===== config.mk =====
export PLATFORM = sky130hd
export DESIGN_NAME = sar_adc_control
export DESIGN_NICKNAME = d
export VERILOG_FILES = /design/src/hdl/sar_adc_pkg.sv /design/src/hdl/sar_adc_control.sv
export SDC_FILE = /design/constraint.sdc
export NUM_CORES = 1
export LEC_CHECK = 0
export BUFFER_PORTS_ARGS = -buffer_cell sky130_fd_sc_hd__buf_2
export CORE_MARGIN = 4
export CORE_UTILIZATION = 58
export CTS_CLUSTER_SIZE = 25
export DETAILED_ROUTE_END_ITERATION = 8
export MAX_ROUTING_LAYER = met4
export PLACE_DENSITY = 0.87
export REMOVE_ABC_BUFFERS = 1
export SLEW_MARGIN = 10
export SYNTH_ARGS = -nofsm -noshare
export SYNTH_HDL_FRONTEND = slang
export SYNTH_SLANG_ARGS = --single-unit
export TNS_END_PERCENT = 30

===== constraint.sdc =====
create_clock -name ref_clk_in -period 2.2 [get_ports ref_clk_in]
set_input_delay 0.44 -clock ref_clk_in [delete_from_list [all_inputs] [get_ports ref_clk_in]]
set_output_delay 0.44 -clock ref_clk_in [all_outputs]
set_load 0.01 [all_outputs]

===== src/hdl/sar_adc_pkg.sv =====
package sar_adc_pkg;

    // Register offsets on the plain register port
    localparam logic [2:0] OFS_CHAN_SEL  = 3'h0;
    localparam logic [2:0] OFS_RES_HIGH  = 3'h1;
    localparam logic [2:0] OFS_RES_LOW   = 3'h2;
    localparam logic [2:0] OFS_RATE_CTRL = 3'h3;
    localparam logic [2:0] OFS_INT_STAT  = 3'h4;
    localparam logic [2:0] OFS_INT_MASK  = 3'h5;

    // Field positions in the channel select register
    localparam int BIT_READY  = 7;
    localparam int BIT_TOKEN  = 6;
    localparam int CODE_MSB   = 4;

    // Interrupt status bit positions
    localparam int INT_DONE   = 0;
    localparam int INT_REFUSE = 1;
    localparam int INT_TOKEN  = 2;
    localparam logic [7:0] INT_USED_MASK = 8'h07;

    // Reset values
    localparam logic [7:0] RST_CHAN_SEL = 8'h00;
    localparam logic [7:0] RST_RESULT   = 8'h00;
    localparam logic [7:0] RST_RATE     = 8'h00;
    localparam logic [7:0] RST_INT      = 8'h00;

    // Channel codes: zero disables, one reserved, 2..16 are port pins
    localparam logic [4:0] CODE_FIRST_PIN = 5'h02;
    localparam logic [4:0] CODE_LAST_PIN  = 5'h10;

    // Conversion clock rates selected by the rate field
    localparam int SYS_CLK_HZ = 10_000_000;
    localparam int RATE0_HZ   = 256_000;
    localparam int RATE1_HZ   = 128_000;
    localparam int RATE2_HZ   = 64_000;
    localparam int RATE3_HZ   = 32_000;
    localparam int DIV0_CYC   = SYS_CLK_HZ / RATE0_HZ;
    localparam int DIV1_CYC   = SYS_CLK_HZ / RATE1_HZ;
    localparam int DIV2_CYC   = SYS_CLK_HZ / RATE2_HZ;
    localparam int DIV3_CYC   = SYS_CLK_HZ / RATE3_HZ;

    // Conversion clocks spent sampling before the bit trials
    localparam int SAMPLE_TICKS = 2;

    // Request to the analog multiplexer and comparator core
    typedef struct packed {
        logic       sample;
        logic [4:0] channel;
        logic [9:0] trial;
    } analog_req_t;

    typedef enum logic [2:0] {
        ST_IDLE   = 3'b000,
        ST_SAMPLE = 3'b001,
        ST_TRIAL  = 3'b010,
        ST_DECIDE = 3'b011,
        ST_LOAD   = 3'b100,
        ST_FINISH = 3'b101
    } conv_state_t;

endpackage : sar_adc_pkg


===== src/hdl/sar_adc_control.sv =====
`timescale 1ns/1ps

// Operation
// - Convert the selected input by successive approximation into ten bits.
// - Decode 5-bit channel code; zero disables, one reserved, 2..16 pins.
// - Only a pin channel code may start a conversion.
// - Bit 7 clears only after the result sits in the data registers.
// - Bit 6 sets whenever a USB transaction is received or sent.
// - High data register holds result bits 9 down to 2.
// - Low register holds bits 1,0 in bits 7,6; rest read zero.
// - Zero to reference maps onto 1024 codes, left justified.
// - Rate field picks 256, 128, 64 or 32 kHz conversion clock.
// - Four conversion rates, nominally 20K down to 2.5K per second.
// - Channel select register resets to all zeros.
module sar_adc_control (
    input  wire logic                     ref_clk_in,
    input  wire logic                     rstn_in,
    input  wire logic [2:0]               addr_in,
    input  wire logic [7:0]               wr_data_in,
    input  wire logic                     wr_en_in,
    input  wire logic                     rd_en_in,
    input  wire logic                     usb_token_in,
    input  wire logic                     cmp_in,
    output logic [7:0]                    rd_data_out,
    output logic                          irq_out,
    output sar_adc_pkg::analog_req_t      analog_out
);
    import sar_adc_pkg::*;

    logic [7:0]  chan_sel_ff;
    logic [7:0]  res_high_ff;
    logic [7:0]  res_low_ff;
    logic [1:0]  rate_ff;
    logic [7:0]  int_stat_ff;
    logic [7:0]  int_mask_ff;
    logic [7:0]  nxt_rd_data;
    logic        cmp_meta_ff;
    logic        cmp_sync_ff;
    logic [8:0]  div_cnt_ff;
    logic        tick_ff;
    conv_state_t state_ff;
    conv_state_t nxt_state;
    logic [9:0]  sar_ff;
    logic [3:0]  bit_idx_ff;
    logic [1:0]  samp_cnt_ff;
    logic [4:0]  conv_chan_ff;
    logic        wr_chan;
    logic        start_req;
    logic        start_ok;
    logic        done_evt;
    logic        refuse_evt;
    logic [7:0]  int_set;

    // Legal pin channel code check
    function automatic logic code_valid(input logic [4:0] code);
        code_valid = (code >= CODE_FIRST_PIN) && (code <= CODE_LAST_PIN);
    endfunction : code_valid

    // Divider reload for each rate field setting
    function automatic logic [8:0] rate_div(input logic [1:0] sel);
        case (sel)
            2'b00:   rate_div = 9'(DIV0_CYC - 1);
            2'b01:   rate_div = 9'(DIV1_CYC - 1);
            2'b10:   rate_div = 9'(DIV2_CYC - 1);
            default: rate_div = 9'(DIV3_CYC - 1);
        endcase
    endfunction : rate_div

    // Register write qualifiers
    assign wr_chan    = wr_en_in && (addr_in == OFS_CHAN_SEL);
    assign start_req  = wr_chan && wr_data_in[BIT_READY]
                        && !chan_sel_ff[BIT_READY];
    assign start_ok   = start_req && code_valid(wr_data_in[CODE_MSB:0]);
    assign refuse_evt = start_req && !start_ok;
    assign done_evt   = (state_ff == ST_FINISH);
    assign int_set    = {5'h00, usb_token_in, refuse_evt, done_evt};

    // Comparator from the analog core is asynchronous
    always_ff @(posedge ref_clk_in) begin
        if (!rstn_in) begin
            cmp_meta_ff <= 1'b0;
            cmp_sync_ff <= 1'b0;
        end else begin
            cmp_meta_ff <= cmp_in;
            cmp_sync_ff <= cmp_meta_ff;
        end
    end

    always_ff @(posedge ref_clk_in) begin
        if (!rstn_in) begin
            div_cnt_ff <= 9'h000;
            tick_ff    <= 1'b0;
        end else if (state_ff == ST_IDLE) begin
            div_cnt_ff <= rate_div(rate_ff);
            tick_ff    <= 1'b0;
        end else if (div_cnt_ff == 9'h000) begin
            div_cnt_ff <= rate_div(rate_ff);
            tick_ff    <= 1'b1;
        end else begin
            div_cnt_ff <= div_cnt_ff - 9'h001;
            tick_ff    <= 1'b0;
        end
    end

    // Conversion sequencer next state
    always_comb begin
        nxt_state = state_ff;
        case (state_ff)
            ST_IDLE: begin
                if (start_ok) begin
                    nxt_state = ST_SAMPLE;
                end
            end
            ST_SAMPLE: begin
                if (tick_ff && (samp_cnt_ff == 2'(SAMPLE_TICKS - 1))) begin
                    nxt_state = ST_TRIAL;
                end
            end
            ST_TRIAL: begin
                if (tick_ff) begin
                    nxt_state = ST_DECIDE;
                end
            end
            ST_DECIDE: begin
                if (bit_idx_ff == 4'h0) begin
                    nxt_state = ST_LOAD;
                end else begin
                    nxt_state = ST_TRIAL;
                end
            end
            ST_LOAD:   nxt_state = ST_FINISH;
            ST_FINISH: nxt_state = ST_IDLE;
            default:   nxt_state = ST_IDLE;
        endcase
    end

    always_ff @(posedge ref_clk_in) begin
        if (!rstn_in) begin
            state_ff <= ST_IDLE;
        end else begin
            state_ff <= nxt_state;
        end
    end

    // Sample phase length counter
    always_ff @(posedge ref_clk_in) begin
        if (!rstn_in) begin
            samp_cnt_ff <= 2'b00;
        end else if (state_ff != ST_SAMPLE) begin
            samp_cnt_ff <= 2'b00;
        end else if (tick_ff) begin
            samp_cnt_ff <= samp_cnt_ff + 2'b01;
        end
    end

    always_ff @(posedge ref_clk_in) begin
        if (!rstn_in) begin
            sar_ff     <= 10'h000;
            bit_idx_ff <= 4'h9;
        end else if (state_ff == ST_IDLE) begin
            sar_ff     <= 10'h000;
            bit_idx_ff <= 4'h9;
        end else if (state_ff == ST_DECIDE) begin
            sar_ff[bit_idx_ff] <= cmp_sync_ff;
            if (bit_idx_ff != 4'h0) begin
                bit_idx_ff <= bit_idx_ff - 4'h1;
            end
        end
    end

    // latch decoded channel for the mux
    always_ff @(posedge ref_clk_in) begin
        if (!rstn_in) begin
            conv_chan_ff <= 5'h00;
        end else if (start_ok) begin
            conv_chan_ff <= wr_data_in[CODE_MSB:0];
        end
    end

    // Request to the analog core; trial bit set on top of kept bits
    always_ff @(posedge ref_clk_in) begin
        if (!rstn_in) begin
            analog_out <= '0;
        end else begin
            analog_out.sample  <= (nxt_state == ST_SAMPLE);
            // Route the new code on the start edge, not the stale latch
            if (start_ok) begin
                analog_out.channel <= wr_data_in[CODE_MSB:0];
            end else if (nxt_state == ST_IDLE) begin
                analog_out.channel <= 5'h00;
            end else begin
                analog_out.channel <= conv_chan_ff;
            end
            if (state_ff == ST_TRIAL) begin
                analog_out.trial <= sar_ff | (10'h001 << bit_idx_ff);
            end else if (state_ff == ST_IDLE) begin
                analog_out.trial <= 10'h000;
            end
        end
    end

    always_ff @(posedge ref_clk_in) begin
        if (!rstn_in) begin
            res_high_ff <= RST_RESULT;
            res_low_ff  <= RST_RESULT;
        end else if (state_ff == ST_LOAD) begin
            res_high_ff <= sar_ff[9:2];
            res_low_ff  <= {sar_ff[1:0], 6'h00};
        end
    end

    always_ff @(posedge ref_clk_in) begin
        if (!rstn_in) begin
            chan_sel_ff <= RST_CHAN_SEL;
        end else begin
            if (start_ok) begin
                chan_sel_ff[BIT_READY] <= 1'b1;
            end else if (done_evt) begin
                chan_sel_ff[BIT_READY] <= 1'b0;
            end
            if (usb_token_in) begin
                chan_sel_ff[BIT_TOKEN] <= 1'b1;
            end else if (wr_chan && !wr_data_in[BIT_TOKEN]) begin
                chan_sel_ff[BIT_TOKEN] <= 1'b0;
            end
            if (wr_chan && (chan_sel_ff[BIT_READY] == 1'b0)) begin
                chan_sel_ff[CODE_MSB:0] <= wr_data_in[CODE_MSB:0];
            end
            chan_sel_ff[5] <= 1'b0;
        end
    end

    always_ff @(posedge ref_clk_in) begin
        if (!rstn_in) begin
            rate_ff <= RST_RATE[1:0];
        end else if (wr_en_in && (addr_in == OFS_RATE_CTRL)) begin
            rate_ff <= wr_data_in[1:0];
        end
    end

    // Interrupt status: set wins over clear on read
    always_ff @(posedge ref_clk_in) begin
        if (!rstn_in) begin
            int_stat_ff <= RST_INT;
        end else if (rd_en_in && (addr_in == OFS_INT_STAT)) begin
            int_stat_ff <= int_set;
        end else begin
            int_stat_ff <= int_stat_ff | int_set;
        end
    end

    // Interrupt mask and level output
    always_ff @(posedge ref_clk_in) begin
        if (!rstn_in) begin
            int_mask_ff <= RST_INT;
            irq_out     <= 1'b0;
        end else begin
            if (wr_en_in && (addr_in == OFS_INT_MASK)) begin
                int_mask_ff <= wr_data_in & INT_USED_MASK;
            end
            irq_out <= |(int_stat_ff & int_mask_ff);
        end
    end

    // Read decode; unmapped offsets read zero
    always_comb begin
        if (addr_in == OFS_CHAN_SEL) begin
            nxt_rd_data = chan_sel_ff;
        end else if (addr_in == OFS_RES_HIGH) begin
            nxt_rd_data = res_high_ff;
        end else if (addr_in == OFS_RES_LOW) begin
            nxt_rd_data = res_low_ff;
        end else if (addr_in == OFS_RATE_CTRL) begin
            nxt_rd_data = {6'h00, rate_ff};
        end else if (addr_in == OFS_INT_STAT) begin
            nxt_rd_data = int_stat_ff;
        end else if (addr_in == OFS_INT_MASK) begin
            nxt_rd_data = int_mask_ff;
        end else begin
            nxt_rd_data = 8'h00;
        end
    end

    // Read data stands only in the cycle after the strobe
    always_ff @(posedge ref_clk_in) begin
        if (!rstn_in) begin
            rd_data_out <= 8'h00;
        end else if (rd_en_in) begin
            rd_data_out <= nxt_rd_data;
        end else begin
            rd_data_out <= 8'h00;
        end
    end

endmodule : sar_adc_control


==> out/results.txt <==
Status -> finished clean
Initial antenna violation count -> 0
Antenna diode instance count -> 0
Largest net degree at the start of global routing -> 28
Vias -> 3,047
Placed Area -> 3955 µm²
Mapped Area -> 3744 µm²
DR iter-0 viols -> 150
Final Hold Fails -> 0
Clock skew -> 0.007722 ns
Mapped Cells -> 414
Final setup vio count -> 0
Maximum VDD drop -> 0.6668 mV
Reg clk slew, reported paths -> 0.08 ns
Post-route cell area -> 4134 µm²
Flop2flop setup slack -> 0.37 ns
Min Tclk post-route -> 1.833 ns
Post-CTS setup buffer count -> 0
Worst Setup Path Type -> flop to flop
GRT overflow -> 0
Hold wc startpoint -> cmp_in
TritonCTS Sinks -> 86
Post-synth top area share -> 45.99%
Site Rows -> 29
P&R area growth vs syn -> 10.43%
Seq cells post-synth -> 86
Least-Margin Pin Slew -> 0.5199 ns
Max cap viols -> 0
Die area -> 7804 µm²
Clock buffer count from CTS -> 9
Critical-path maximum fanout -> 16
Worst-case clock buffer depth -> 2
Most used DFF post-synth -> dfxtp_1
Slew HR -> 65.27%
Drt pass-1 iters -> 4
TNS Setup -> 0 ns
Power per cell area -> 667.3 nW/µm²
Initial core utilization -> 59.29%
Post-synth EDFFs -> 0
PostCTS Resize Cnt -> 0
Hold buffer count at CTS -> 0
Distinct cells, synth -> 55
FF-to-FF End -> div_cnt_ff[4]
GRT Resource Usage Total -> 22.21%
RSZ-0062 raised after global routing -> false
Area leader, netlist -> dfxtp_1
DRT Wirelength -> 7.916 mm
Hold crit path type -> primary input to flop
Avg Synthesized Cell Area -> 9.042 µm²
Routability congestion estimate -> 0.8551
Height of the die -> 88.34 µm
FMAX -> 545.6 MHz
Leakage -> 1.664 nW
Area contributors post-synth -> dfxtp_1 (46%), a21oi_1 (5.3%), nand2_1 (5.2%)
Port-buffer cells -> 40
Register area share after synthesis -> 45.99%
Vias in the first global route -> 2,952
Layout cell share with drive strength beyond 1 -> 16.63%
Layout Nets -> 476
Hold worst-path end -> cmp_meta_ff
Root Driver -> clkbuf_8
Post-route ant nets -> 0
Worst R2R Path Depth -> 7
H-tree Lvls -> 3
Ports -> 42
WHS Path Cells -> 2
CP Capture Type -> flop
Total number of yosys warnings -> 0
Worst r2r src -> div_cnt_ff[0]
Final hold slack -> 0.3061 ns
Commonest non-fill, non-tap cell in the layout -> dfxtp_1
CP Data Required Time -> 2.44 ns
Total power -> 0.002759 W
Vias per cell -> 5.771
Hpwl dp -> 5.637 mm
First-pass GRT wire length -> 13.23 mm
Type of origin of the critical path -> flop
Arr. time, crit path -> 2.08 ns
Drt drc -> 0
Worst-Skew Late Latency -> 0.36 ns
Tcrit/Tclk final -> 83.30%
Slew Limit Fails -> 0
Core ar. -> 6314 µm²
Highest-count cells in the layout ignoring fill and taps -> dfxtp_1 (86), nand2_1 (52), a21oi_1 (40), buf_2 (40), nor2_1 (39)
TritonCTS clock tree -> done
Ys async rst share -> 0%
Die width -> 88.34 µm
Routed length per instance -> 14.99 µm
area by class of cell:
class                      instances  area (µm²)
clock inverter                     7       55.05
clock buffer                       9       123.9
fill                             517        2180
inverter                          12       45.04
timing repair buffer              46       245.2
tap                               77       96.34
sequential                        86        1722
multi-input combinational        291        1847
per-stage QoR:
step	cells	utilization (%)	worst slack [ns]
6_report	528	65.48	0.3673
3_3_place_gp	512	62.64	0.4468
2_1_floorplan	389	-	0.5414
3_5_place_dp	512	62.64	0.3895
4_1_cts	528	65.48	0.3719
5_1_grt	528	65.48	0.2501
worst max path at each step:
stage	start	to	slack, ns	depth (start not counted)
finish	div_cnt_ff[0]	div_cnt_ff[4]	0.37	7
global route	bit_idx_ff[0]	bit_idx_ff[3]	0.25	7
CTS	div_cnt_ff[0]	div_cnt_ff[4]	0.37	7
detailed placement	div_cnt_ff[0]	div_cnt_ff[4]	0.39	7
global placement	addr_in[0]	chan_sel_ff[6]	0.45	5
floorplan	bit_idx_ff[0]	bit_idx_ff[3]	0.54	6
synth_stat cells (3+ instances only):
cell type   n
o31ai_1     5
ha_1       13
clkbuf_1   15
xor2_1      3
nor2b_1     8
buf_6       4
a211oi_1    3
nand3_1    19
xnor2_1     6
inv_1      11
a2bb2oi_1  11
mux2i_1    18
nand2b_1    5
nor3_1      9
and3_1      4
a21oi_1    40
and2_1      3
o21ai_0     8
nand2_1    52
buf_2       5
dfxtp_1    86
o21a_1      3
nor2_1     39
nand4_1     4
worst max-delay path, stage by stage, from the launching register on:
cell and delay, ns:
dfxtp_1 0.36, inv_1 0.07, ha_1 0.23, nor4b_1 0.45, a21boi_2 0.12, buf_4 0.21, nor3_1 0.20, a211oi_1 0.08
cells by family after synthesis:
group,after synthesis,synth area share [%]
AOI/OAI and AO/OA,85,14.81
xor gates and xnor gates,9,2.106
DFF,86,45.99
muxes,22,6.383
buffers and inverters,37,4.679
adders and majority gates,13,4.345
and+or+nand+nor,162,21.69
per-layer routing:
metal / vias up / share of wire [%] / track usage [%]
met5: - / 0 / -
met4: 0 / 1.3 / 7.418
met3: 11 / 5.9 / 5.959
met2: 82 / 50 / 35.83
met1: 1438 / 43 / 26.96
li1: 1516 / - / -
flip-flops by register name, summed over array words and instances (netlist names):
name	count
analog_out	16
sar_ff	10
div_cnt_ff	9
rd_data_out	8
res_high_ff	8
chan_sel_ff	7
conv_chan_ff	5
bit_idx_ff	4
int_mask_ff	3
int_stat_ff	3
state_ff	3
rate_ff	2
res_low_ff	2
samp_cnt_ff	2
cmp_meta_ff	1
cmp_sync_ff	1
irq_out	1
tick_ff	1
power by group:
part	internal, W	total, W	switching, W
Sequential	0.00157	0.00159	0.0000165
Combinational	0.0000572	0.000151	0.0000933
Clock	0.000424	0.00102	0.000596
Total	0.00205	0.00276	0.000705
(Power assumes the default switching activity.)
